File: src/sfs_pkg.sv
// Shared constants, states and carrier types of the fan speed serial slave
package sfs_pkg;

   // ****************************************
   // Addressing and byte layout
   // ****************************************
   localparam logic [6:0] OWN_ADDR = 7'h74;
   localparam int CODE_W = 6;
   localparam logic [5:0] ZERO_CODE_LEVEL = 6'h00;
   localparam logic [5:0] TOP_CODE_LEVEL = 6'h3f;
   localparam int SPEED_CODE_MSB = 5;
   localparam int SPEED_CODE_LSB = 0;
   localparam int KICK_CMD_BIT = 6;
   localparam int OVERHEAT_BIT = 6;
   localparam int OVERLOAD_BIT = 7;
   localparam int TX_MSB = 7;
   localparam logic [3:0] BITS_PER_BYTE = 4'h8;
   localparam logic [3:0] BITCNT_RESET = 4'h0;
   localparam logic [7:0] BYTE_RESET = 8'h00;

   // ****************************************
   // Timing
   // ****************************************
   localparam int CLK_HZ = 40_000_000;
   localparam int BOOST_TIME_MS = 250;
   localparam int BOOST_CYCLES = (CLK_HZ / 1000) * BOOST_TIME_MS;

   // Synchroniser reset: bus lines idle high, comparators inactive
   localparam logic [3:0] SYNC_RESET = 4'h3;

   // ****************************************
   // Types
   // ****************************************
   typedef enum logic [2:0] {
      ST_IDLE,
      ST_ADDR,
      ST_ADDR_ACK,
      ST_CMD,
      ST_CMD_ACK,
      ST_TX,
      ST_TX_ACK,
      ST_IGNORE
   } sfs_state_type;

   typedef struct packed {
      logic scl_lvl;
      logic sda_lvl;
      logic scl_rise;
      logic scl_fall;
      logic start;
      logic stop;
      logic overtemp;
      logic overload;
   } sfs_line_ev_type;

endpackage : sfs_pkg

File: src/sfs_line_sync.sv
// Pin synchronisers and bus condition detector
`timescale 1ns/1ps
`default_nettype none
module sfs_line_sync (
   input wire logic clk,
   input wire logic rst_n,
   input wire logic ce,
   input wire logic scl_in,
   input wire logic sda_in,
   input wire logic overtemp_in,
   input wire logic overload_in,
   output var sfs_pkg::sfs_line_ev_type ev
);

   logic [3:0] meta;
   logic [3:0] sync;
   logic [1:0] prev;
   logic [3:0] next_meta;
   logic [3:0] next_sync;
   logic [1:0] next_prev;

   // ****************************************
   // Two-flop capture, bit order {overload, overtemp, sda, scl}
   // ****************************************
   always_comb begin
      next_meta = {overload_in, overtemp_in, sda_in, scl_in};
      next_sync = meta;
      next_prev = sync[1:0];
   end

   always_ff @(posedge clk or negedge rst_n) begin
      if (!rst_n) begin
         meta <= sfs_pkg::SYNC_RESET;
         sync <= sfs_pkg::SYNC_RESET;
         prev <= sfs_pkg::SYNC_RESET[1:0];
      end else if (ce) begin
         meta <= next_meta;
         sync <= next_sync;
         prev <= next_prev;
      end
   end

   // Edges and conditions look only at the second stage and its delayed copy
   always_comb begin
      ev.scl_lvl = sync[0];
      ev.sda_lvl = sync[1];
      ev.scl_rise = sync[0] & ~prev[0];
      ev.scl_fall = ~sync[0] & prev[0];
      ev.start = sync[0] & prev[0] & prev[1] & ~sync[1]; // RQ4
      ev.stop = sync[0] & prev[0] & ~prev[1] & sync[1]; // RQ5
      ev.overtemp = sync[2];
      ev.overload = sync[3];
   end
endmodule : sfs_line_sync
`default_nettype wire

File: src/sfs_boost_timer.sv
// Spin-up boost timer holding full scale after a new setting
`timescale 1ns/1ps
`default_nettype none
module sfs_boost_timer #(
   parameter int CYCLES = sfs_pkg::BOOST_CYCLES
) (
   input wire logic clk,
   input wire logic rst_n,
   input wire logic ce,
   input wire logic start,
   input wire logic cancel,
   output logic active
);

   localparam int CW = $clog2(CYCLES + 1);
   localparam logic [CW-1:0] LOAD = CW'(CYCLES - 1);
   localparam logic [CW-1:0] ZERO = '0;

   logic [CW-1:0] cnt;
   logic [CW-1:0] next_cnt;
   logic next_active;

   // ****************************************
   // Countdown; a fresh setting restarts or cancels it
   // ****************************************
   always_comb begin
      next_cnt = cnt;
      next_active = active;
      if (start) begin
         next_cnt = LOAD; // RQ17
         next_active = 1'b1;
      end else if (cancel) begin
         next_cnt = ZERO;
         next_active = 1'b0;
      end else if (active) begin
         if (cnt == ZERO) begin
            next_active = 1'b0; // RQ17
         end else begin
            next_cnt = cnt - 1'b1;
         end
      end
   end

   always_ff @(posedge clk or negedge rst_n) begin
      if (!rst_n) begin
         cnt <= ZERO;
         active <= 1'b0;
      end else if (ce) begin
         cnt <= next_cnt;
         active <= next_active;
      end
   end
endmodule : sfs_boost_timer
`default_nettype wire

File: src/sfs_slave.sv
// Two-wire fan speed slave: send-byte speed command, receive-byte fault status
//
// Summary of operation
// RQ1 - Host makes clock; device only samples it
// RQ2 - Data bits sampled on rising clock edge
// RQ3 - Data line only pulled low or released
// RQ4 - Falling data under high clock starts
// RQ5 - Rising data under high clock stops
// RQ6 - Data held stable while clock high
// RQ7 - Seven-bit address plus direction after start
// RQ8 - Direction low writes, high reads
// RQ9 - Acknowledge matching address, ignore mismatch
// RQ10 - Acknowledge only valid address or command
// RQ11 - Host sends one command byte, MSB first
// RQ12 - Acknowledge complete command byte
// RQ13 - Latch code at acknowledge falling edge
// RQ14 - Six-bit code sets fan output level
// RQ15 - All ones full scale, zeros zero
// RQ16 - Power-up presents code zero
// RQ17 - Boost holds full scale for 250 ms
// RQ18 - Overtemperature shuts pass device, sets bit6
// RQ19 - Overload sets readback bit seven
// RQ20 - Read: acknowledge, then shift status byte
// RQ21 - Host ends read with nack, stop
// RQ22 - Fault flags readable at any time
// RQ23 - Command bits five..zero code, bit boost
// RQ24 - Readback bits five..zero read zero
// RQ25 - Early stop leaves speed code unchanged
// RQ26 - Own address fixed at 1110100
// RQ27 - After final nack release and idle
`timescale 1ns/1ps
`default_nettype none
module sfs_slave #(
   parameter int BOOST_CYCLES = sfs_pkg::BOOST_CYCLES
) (
   input wire logic clk,
   input wire logic rst_n,
   input wire logic ce,
   input wire logic scl_in,
   input wire logic sda_in,
   output logic sda_out,
   output logic sda_oe_n,
   input wire logic overtemp_in,
   input wire logic overload_in,
   output logic [sfs_pkg::CODE_W-1:0] fan_drive_output,
   output logic pass_device_off,
   output logic spinup_kick_enable,
   output logic boost_active
);

   // ****************************************
   // Reset release
   // ****************************************
   logic rst_meta;
   logic rst_n_sync;

   // Async assert, two-flop release so all state leaves reset together
   always_ff @(posedge clk or negedge rst_n) begin
      if (!rst_n) begin
         rst_meta <= 1'b0;
         rst_n_sync <= 1'b0;
      end else if (ce) begin
         rst_meta <= 1'b1;
         rst_n_sync <= rst_meta;
      end
   end

   // ****************************************
   // Line capture and boost timer
   // ****************************************
   sfs_pkg::sfs_line_ev_type ev;
   logic boost_start;
   logic boost_cancel;

   sfs_line_sync u_sync (
      .clk(clk),
      .rst_n(rst_n_sync),
      .ce(ce),
      .scl_in(scl_in),
      .sda_in(sda_in),
      .overtemp_in(overtemp_in),
      .overload_in(overload_in),
      .ev(ev)
   );

   sfs_boost_timer #(
      .CYCLES(BOOST_CYCLES)
   ) u_boost (
      .clk(clk),
      .rst_n(rst_n_sync),
      .ce(ce),
      .start(boost_start),
      .cancel(boost_cancel),
      .active(boost_active)
   );

   // Status byte: faults in the top two bits, rest zero
   function automatic logic [7:0] status_byte(input logic ot, input logic ol);
      logic [7:0] b;
      b = sfs_pkg::BYTE_RESET; // RQ24
      b[sfs_pkg::OVERHEAT_BIT] = ot; // RQ18
      b[sfs_pkg::OVERLOAD_BIT] = ol; // RQ19
      return b;
   endfunction : status_byte

   // ****************************************
   // Protocol state
   // ****************************************
   sfs_pkg::sfs_state_type state;
   sfs_pkg::sfs_state_type next_state;
   logic [3:0] bitcnt;
   logic [3:0] next_bitcnt;
   logic [7:0] shift;
   logic [7:0] next_shift;
   logic [7:0] tx;
   logic [7:0] next_tx;
   logic drive_low;
   logic next_drive_low;
   logic rw;
   logic next_rw;
   logic [sfs_pkg::CODE_W-1:0] speed_code;
   logic [sfs_pkg::CODE_W-1:0] next_speed_code;
   logic next_kick;
   logic [7:0] live_status;

   assign live_status = status_byte(ev.overtemp, ev.overload); // RQ22

   // Stop and start override any state; a stop never commits a half byte
   always_comb begin
      next_state = state;
      next_bitcnt = bitcnt;
      next_shift = shift;
      next_tx = tx;
      next_drive_low = drive_low;
      next_rw = rw;
      next_speed_code = speed_code;
      next_kick = spinup_kick_enable;
      boost_start = 1'b0;
      boost_cancel = 1'b0;
      if (ev.stop) begin
         next_state = sfs_pkg::ST_IDLE; // RQ5 RQ25
         next_drive_low = 1'b0;
      end else if (ev.start) begin
         next_state = sfs_pkg::ST_ADDR; // RQ4 RQ7
         next_bitcnt = sfs_pkg::BITCNT_RESET;
         next_drive_low = 1'b0;
      end else begin
         case (state)
            sfs_pkg::ST_ADDR, sfs_pkg::ST_CMD: begin
               if (ev.scl_rise && bitcnt < sfs_pkg::BITS_PER_BYTE) begin
                  next_shift = {shift[6:0], ev.sda_lvl}; // RQ2 RQ11
                  next_bitcnt = bitcnt + 1'b1;
               end else if (ev.scl_fall && bitcnt == sfs_pkg::BITS_PER_BYTE) begin
                  next_bitcnt = sfs_pkg::BITCNT_RESET;
                  if (state == sfs_pkg::ST_CMD) begin
                     next_state = sfs_pkg::ST_CMD_ACK; // RQ12 RQ10
                     next_drive_low = 1'b1;
                  end else if (shift[7:1] == sfs_pkg::OWN_ADDR) begin
                     next_state = sfs_pkg::ST_ADDR_ACK; // RQ9 RQ26
                     next_rw = shift[0]; // RQ8
                     next_drive_low = 1'b1;
                  end else begin
                     next_state = sfs_pkg::ST_IGNORE; // RQ9 RQ10
                  end
               end
            end
            sfs_pkg::ST_ADDR_ACK: begin
               if (ev.scl_fall) begin
                  next_bitcnt = sfs_pkg::BITCNT_RESET;
                  if (rw) begin
                     next_state = sfs_pkg::ST_TX; // RQ20
                     next_tx = live_status;
                     next_drive_low = ~live_status[sfs_pkg::TX_MSB];
                  end else begin
                     next_state = sfs_pkg::ST_CMD;
                     next_drive_low = 1'b0;
                  end
               end
            end
            sfs_pkg::ST_CMD_ACK: begin
               if (ev.scl_fall) begin
                  // Commit only here, so a stop before this edge leaves the code alone
                  next_speed_code = shift[sfs_pkg::SPEED_CODE_MSB:sfs_pkg::SPEED_CODE_LSB]; // RQ13 RQ23
                  next_kick = shift[sfs_pkg::KICK_CMD_BIT]; // RQ23
                  boost_start = shift[sfs_pkg::KICK_CMD_BIT]; // RQ17
                  boost_cancel = ~shift[sfs_pkg::KICK_CMD_BIT];
                  next_drive_low = 1'b0;
                  next_state = sfs_pkg::ST_IGNORE; // RQ11
               end
            end
            sfs_pkg::ST_TX: begin
               if (ev.scl_rise) begin
                  next_bitcnt = bitcnt + 1'b1;
               end else if (ev.scl_fall) begin
                  if (bitcnt == sfs_pkg::BITS_PER_BYTE) begin
                     next_state = sfs_pkg::ST_TX_ACK; // RQ21
                     next_drive_low = 1'b0;
                  end else begin
                     next_tx = {tx[6:0], 1'b0}; // RQ20
                     next_drive_low = ~tx[sfs_pkg::TX_MSB - 1]; // RQ3 RQ6
                  end
               end
            end
            sfs_pkg::ST_TX_ACK: begin
               if (ev.scl_rise && ev.sda_lvl) begin
                  next_state = sfs_pkg::ST_IDLE; // RQ27
               end else if (ev.scl_fall) begin
                  // Host acked: keep serving fresh status
                  next_state = sfs_pkg::ST_TX;
                  next_bitcnt = sfs_pkg::BITCNT_RESET;
                  next_tx = live_status;
                  next_drive_low = ~live_status[sfs_pkg::TX_MSB];
               end
            end
            sfs_pkg::ST_IDLE, sfs_pkg::ST_IGNORE: begin
               next_drive_low = 1'b0;
            end
            default: begin
               next_state = sfs_pkg::ST_IDLE;
               next_drive_low = 1'b0;
            end
         endcase
      end
   end

   always_ff @(posedge clk or negedge rst_n_sync) begin
      if (!rst_n_sync) begin
         state <= sfs_pkg::ST_IDLE;
         bitcnt <= sfs_pkg::BITCNT_RESET;
         shift <= sfs_pkg::BYTE_RESET;
         tx <= sfs_pkg::BYTE_RESET;
         drive_low <= 1'b0;
         rw <= 1'b0;
         speed_code <= sfs_pkg::ZERO_CODE_LEVEL; // RQ16
         spinup_kick_enable <= 1'b0;
      end else if (ce) begin
         state <= next_state;
         bitcnt <= next_bitcnt;
         shift <= next_shift;
         tx <= next_tx;
         drive_low <= next_drive_low;
         rw <= next_rw;
         speed_code <= next_speed_code;
         spinup_kick_enable <= next_kick;
      end
   end

   // ****************************************
   // Outputs
   // ****************************************
   logic [sfs_pkg::CODE_W-1:0] next_fan;
   logic next_pass_off;

   // Boost overrides the programmed code; code maps straight to level
   always_comb begin
      next_fan = boost_active ? sfs_pkg::TOP_CODE_LEVEL : speed_code; // RQ14 RQ15 RQ17
      next_pass_off = ev.overtemp; // RQ18
   end

   always_ff @(posedge clk or negedge rst_n_sync) begin
      if (!rst_n_sync) begin
         fan_drive_output <= sfs_pkg::ZERO_CODE_LEVEL; // RQ16
         pass_device_off <= 1'b0;
      end else if (ce) begin
         fan_drive_output <= next_fan;
         pass_device_off <= next_pass_off;
      end
   end

   // Open drain: data only ever low, enable active low
   assign sda_out = 1'b0; // RQ3
   assign sda_oe_n = ~drive_low; // RQ3
endmodule : sfs_slave
`default_nettype wire

File: config.mk
export PLATFORM = sky130hd
export DESIGN_NAME = sfs_slave
export DESIGN_NICKNAME = d
export VERILOG_FILES = /design/src/sfs_pkg.sv /design/src/sfs_line_sync.sv /design/src/sfs_boost_timer.sv /design/src/sfs_slave.sv
export SDC_FILE = /design/constraint.sdc
export NUM_CORES = 1
export LEC_CHECK = 0
export BUFFER_PORTS_ARGS = -buffer_cell sky130_fd_sc_hd__buf_4
export CAP_MARGIN = 25
export CORE_MARGIN = 2
export CORE_UTILIZATION = 50
export DETAILED_ROUTE_END_ITERATION = 10
export PLACE_DENSITY_LB_ADDON = 0.12
export SYNTH_ARGS = -nofsm -noshare
export SYNTH_HDL_FRONTEND = slang
export SYNTH_SLANG_ARGS = --single-unit
File: constraint.sdc
create_clock -name clk -period 2.1 [get_ports clk]
set_clock_uncertainty 0.15 [all_clocks]
set_input_delay 0.21 -clock clk [delete_from_list [all_inputs] [get_ports clk]]
set_output_delay 0.21 -clock clk [all_outputs]
set_load 0.02 [all_outputs]
=== Word-level counts from Yosys, hierarchy flattened ===
Cells that the tools add are included.
W data, S select, Z words.

* Register bits after elaboration: 75
* Bits in latches: 0
* Memory bits (writable): 0
* Bits in read-only memories: 0
* Bits of input ports: 7
* Output and inout port bits: 11
* Word-level logic and storage cells: 151
* Memories kept: 0

* $add $sub $neg: 2
* $mul: 0
* Divide/modulo/power cells: 0
* Order comparisons: 1
* Eq/ne operators: 31
* Shift operators: 0
* Mux-type cells: 62
* Bitwise operators: 19
* Reductions and logical operators: 19

{| class="wikitable"
|+ Operator list
! operator !! number
|-
| $mux W24 || 4
|-
| $mux W7 || 7
|-
| $mux W3 || 14
|-
| $ne A4 B4 Y1 const B || 10
|-
| $mux W1 || 26
|-
| $logic_not A24 Y1 || 1
|-
| $mux W4 || 6
|-
| $sub A24 B1 Y24 const B || 1
|-
| $pmux W7 S3 || 1
|-
| $reduce_and A10 Y1 || 2
|-
| $pmux W4 S4 || 1
|-
| $pmux W3 S5 || 1
|-
| $ne A2 B2 Y1 const B || 7
|-
| $eq A3 B3 Y1 const B || 4
|-
| $not A1 Y1 || 12
|-
| $reduce_and A11 Y1 || 1
|-
| $ne A5 B5 Y1 const B || 2
|-
| $reduce_and A5 Y1 || 2
|-
| $ne A3 B3 Y1 const B || 3
|-
| $reduce_and A8 Y1 || 1
|-
| $and A1 B1 Y1 || 7
|-
| $eq A7 B7 Y1 const B || 1
|-
| $reduce_bool A7 Y1 || 1
|-
| $eq A3 B2 Y1 const B || 2
|-
| other kinds (13) || 17
|}

=== Logic depth before layout (Yosys ltp) ===
* Depth after elaboration: 8
* Depth in mapped cells: 7
* Depth with buffers taken out: 7

=== Cells and area by module ===
A second synthesis with hierarchy kept.

* Cell total of the unflattened synthesis: 382
* Area total of the unflattened synthesis: 3843.7 um^2

{| class="wikitable"
|+ Modules (own cells, without submodules)
! module !! instances !! cells each !! area an instance (um^2) !! seq. area each (um^2)
|-
| sfs_slave || 1 || 184 || 1890.6 || 850.8
|-
| sfs_boost_timer || 1 || 173 || 1501.4 || 625.6
|-
| sfs_line_sync || 1 || 25 || 451.7 || 257.7
|}

=== Worst setup path before layout ===
OpenSTA, ideal clock, no wires.

* Path kind: flip-flop to flip-flop
* Start point: register, netlist name rst_n_sync
* End point: register rst_n_sync
* Setup time: 0.076 ns
* Data arrival time: 2.105 ns
* Required time: 1.874 ns
* Setup slack: -0.231 ns
* Cell stages (with the launch flop): 2
* Path buffers: 0
* Period minus slack after synthesis: 2.331 ns
* Cells stage by stage: dfrtp_1 mux2_2

{| class="wikitable"
|+ RTL lines
! what !! line !! text
|-
| end signal: assignment || sfs_slave.sv:64 || <nowiki>rst_n_sync <= rst_meta;</nowiki>
|-
| end: declaration || sfs_slave.sv:55 || <nowiki>logic rst_n_sync;</nowiki>
|}

=== Worst setup path after layout ===
* Start point: register u_boost.cnt[3]
* End point: register u_boost.cnt[13]

* Cells in the longest elaborated chain, start to end: 5
* Elaborated cells between the ends (all ways): 8
* Those cells by class: add/sub (1); eq/ne (1); mux (4); reduce/logical (2)

{| class="wikitable"
|+ Ends and longest elaborated chain
! what !! line !! text
|-
| start: declaration || sfs_boost_timer.sv:19 || <nowiki>logic [CW-1:0] cnt;</nowiki>
|-
| start signal: assignment || sfs_boost_timer.sv:49 || <nowiki>cnt <= next_cnt;</nowiki>
|-
| $sub A24 B1 Y24 || sfs_boost_timer.sv:39 || <nowiki>next_cnt = cnt - 1'b1;</nowiki>
|-
| $mux W24 || sfs_boost_timer.sv:36 || <nowiki>if (cnt == ZERO) begin</nowiki>
|-
| $mux W24 || sfs_boost_timer.sv:35 || <nowiki>end else if (active) begin</nowiki>
|-
| $mux W24 || sfs_boost_timer.sv:32 || <nowiki>end else if (cancel) begin</nowiki>
|-
| $mux W24 || sfs_boost_timer.sv:29 || <nowiki>if (start) begin</nowiki>
|}

Parallel ways exist; a longest one is shown, timed or not. The select of a mux whose other input is x is not followed.
A chain may end at the register's enable or synchronous reset.

==> results by group <==
Logic synthesis
  • Synth cell types: 65
  • FFs w/ async S/R, synth: 100%
  • Post-synth EDFFs: 0
  • YS warnings: 0
  • Syn_nets: just over 400
  • Syn Std Cell Area: 0.00381 mm²
  • Synthesized flop and latch total: 69
  • Ys flop type: dfrtp_1
  • Post-Synthesis Cells: between 300 and 400
  • Syn Area/Cell: around 9.7 µm²
  • Synth area leaders: dfrtp_1 41%, mux2_2 8.0%, dfstp_2 4.1%
  • Top-area cell type share of the netlist area: between 40% and 50%
  • Yosys top cell by area: dfrtp_1
  • Seq/Total Area, Yosys: 45.5%

Floorplan
  • Core Rows: 31
  • Die height: about 91 µm
  • Core area: roughly 0.0073 mm²
  • Die width: approximately 90 µm
  • Initial core utilization: 52.0%
  • Die Area: 0.00833 mm²
  • I/O pin total: 18

Timing
  • Min cycle time layout: between 2 and 2.5 ns
  • Slew Viols, Final: 0
  • Max Clock Freq: 472 MHz
  • Final Cycle Share: 101%
  • Fin Hold WS: roughly 0.041 ns
  • Final Hold Vio Count: 0
  • Slew HR: roughly 45%
  • Final WS setup: -0.0205 ns
  • Total negative slack: -0.0205 ns
  • Setup violations, final: 1
  • RSZ-0062 raised after global routing: true
  • Worst slew pin tran: ~0.83 ns

Route
  • # DRC: 0
  • Wire per inst: between 15 and 20 µm
  • 1st-pass router iterations: 4
  • Vias: 3,439
  • Avg Vias per Cell: 5.84
  • Drt initial violations: roughly 160
  • Total wire length: 9.75 mm
  • Final ANT Viol Nets: 0

Pwr
  • Max VDD drop: between 0.0005 and 0.0006 V
  • Switching power of the nets: between 1000 and 1500 µW
  • Sequential share of power: 44.1%
  • P_leak: roughly 0.0021 µW
  • Clock network fraction of design power: roughly 29%
  • Internal power: ~2600 µW
  • Comb pwr share: about 27%
  • Switching Fraction: 32.5%
  • Cell Pwr Density: between 700 and 800 mW/mm²

Run status
  • Outcome: finished with violations
  • Failing checks: setup timing

Place
  • Hpwl dp: 6.72 mm
  • Routability cong.: approximately 0.97
  • Dpl ws: -0.109 ns
  • IO Port Bufs: 16

Setup path
  • Worst-case reg-to-reg path depth: 7
  • Worst setup EP type: flop
  • R2r startpoint: u_boost.cnt[3]
  • R2R Setup Slk: -0.02 ns
  • Crit path from: u_boost.cnt[3]
  • CP Launch Type: flop
  • R2r endpoint: u_boost.cnt[13]
  • Crit path kind: flop to flop
  • Max FO, Critical Path: 4
  • CP arrival: roughly 2.2 ns
  • Req. time, crit path: between 2 and 2.5 ns

CTS
  • Clock sink total: 69
  • Inserted Clock Buffers: 9
  • CTS tree: yes
  • Skew-Pair Late Insertion Delay: roughly 0.35 ns
  • H-tree depth: 3
  • CTS Buffer Depth: 2
  • Clock Tree Root: clkbuf_8
  • CTS clk-pin slew, worst paths: about 0.080 ns

Flow run
  • Max Cap Viol: 0

Finish
  • Share of cells above drive strength 1: 39.8%
  • Layout area overhead: 32.4%
  • Post-layout net count: about 500
  • Number of fill cells in the layout: about 570
  • Commonest non-fill, non-tap cell in the layout: buf_4
  • Inserted Diodes: 0
  • Most frequent cells in the layout: 89 x buf_4, 61 x dfrtp_1, 32 x nand2_1

Worst hold path
  • Worst hold path class: input port to asynchronous set/reset pin

Global route
  • Largest net degree at the start of global routing: 68
  • First-pass GRT wire length: roughly 16 mm
  • GRT Overall Usage: 24.5%
  • Initial antenna violation count: 0
  • Overflow left after global routing: 0
  • Vias in the first global route: ~3,300
## synthesized netlist by cell type (all sizes together), types with 6 or more instances
master and instances:
o211ai 7, clkbuf 14, nor4 13, nand2 33, dfstp 6, nand3 15, inv 14, nor2 36
o21ai 23, a31oi 8, or4 9, mux2 27, a21oi 21, buf 7, nor3 8, dfrtp 63
## per-layer routing
layer | up-vias | track usage (%) | share of wire (%)
met3 | 12 | 4.98 | 6.3
met1 | 1674 | 33.4 | 45
met2 | 114 | 39.4 | 48
met4 | 0 | 7.83 | 1.5
li1 | 1639 | - | -
met5 | - | 0 | 0
## repair_timing
| action | in CTS | in global routing |
|---|---|---|
| pin swaps | 4 | 15 |
| setup endpoints to repair | 13 | 30 |
| resized for setup | 9 | 34 |
| setup buffers | 3 | 5 |
| hold buffers | 5 | 0 |
| endpoints found under the hold margin | 6 | 0 |
## layout make-up
type	count	area [µm²]	share of cell area, %
tap	99	124	2.45
sequential	69	1740	34.4
clock buffer	11	141	2.80
timing repair buffer	101	815	16.1
inverter	14	52.6	1.04
multi-input combinational	290	2120	42.0
clock inverter	5	60.1	1.19
## worst max-delay path: stages, from the launching register on
cell,delay (ns)
dfrtp_1,0.42
buf_4,0.15
buf_4,0.13
nor4_1,0.31
buf_4,0.21
nand3_1,0.11
o311a_1,0.29
a221o_1,0.26
## how the worst max path moves through the flow
stage,to
after global placement,u_boost.cnt[11]
after global routing,u_boost.cnt[13]
after CTS,u_boost.active
final,u_boost.cnt[13]
after detailed placement,u_boost.cnt[11]
after floorplan,u_boost.cnt[14]
## power groups by stage
stage	logic (µW)	registers (µW)	clock network, µW
after detailed placement	999	1730	0
after CTS	1010	1710	1150
after global routing	1160	1750	1200
after floorplan	710	1680	0
final	1060	1720	1110
after global placement	978	1720	0
## registers in the layout (all words and copies together), names as in the netlist, 2 cells and up
name              flops
bitcnt                4
fan_drive_output      6
shift                 8
speed_code            6
state                 3
u_boost.cnt          24
u_sync.meta           4
u_sync.prev           2
u_sync.sync           4
## cells by family (layout without fill, tap and decap cells)
logic type / after synthesis / after routing / share of synthesized area [%]
AOI/OAI and AO/OA: 96 / 96 / 16.9
xor gates and xnor gates: 3 / 3 / 0.690
adders and majority gates: 4 / 4 / 1.31
buffers and inverters: 35 / 131 / 3.91
DFF: 69 / 69 / 45.5
muxes: 32 / 32 / 9.29
other: 1 / 1 / 0.0984
and+or+nand+nor: 154 / 154 / 22.3
## through the flow
stage          power (µW)  cell area [µm²]  instances  utilization [%]
5_1_grt              4110             5050        589             68.8
3_5_place_dp         2730             4550        560             62.1
4_1_cts              3870             4870        584             66.4
3_3_place_gp         2700             4550        560             62.1
6_report             3890             5050        589             68.8
2_1_floorplan        2390             3860        394                -
Note: power is estimated with default switching activity, not from simulation.
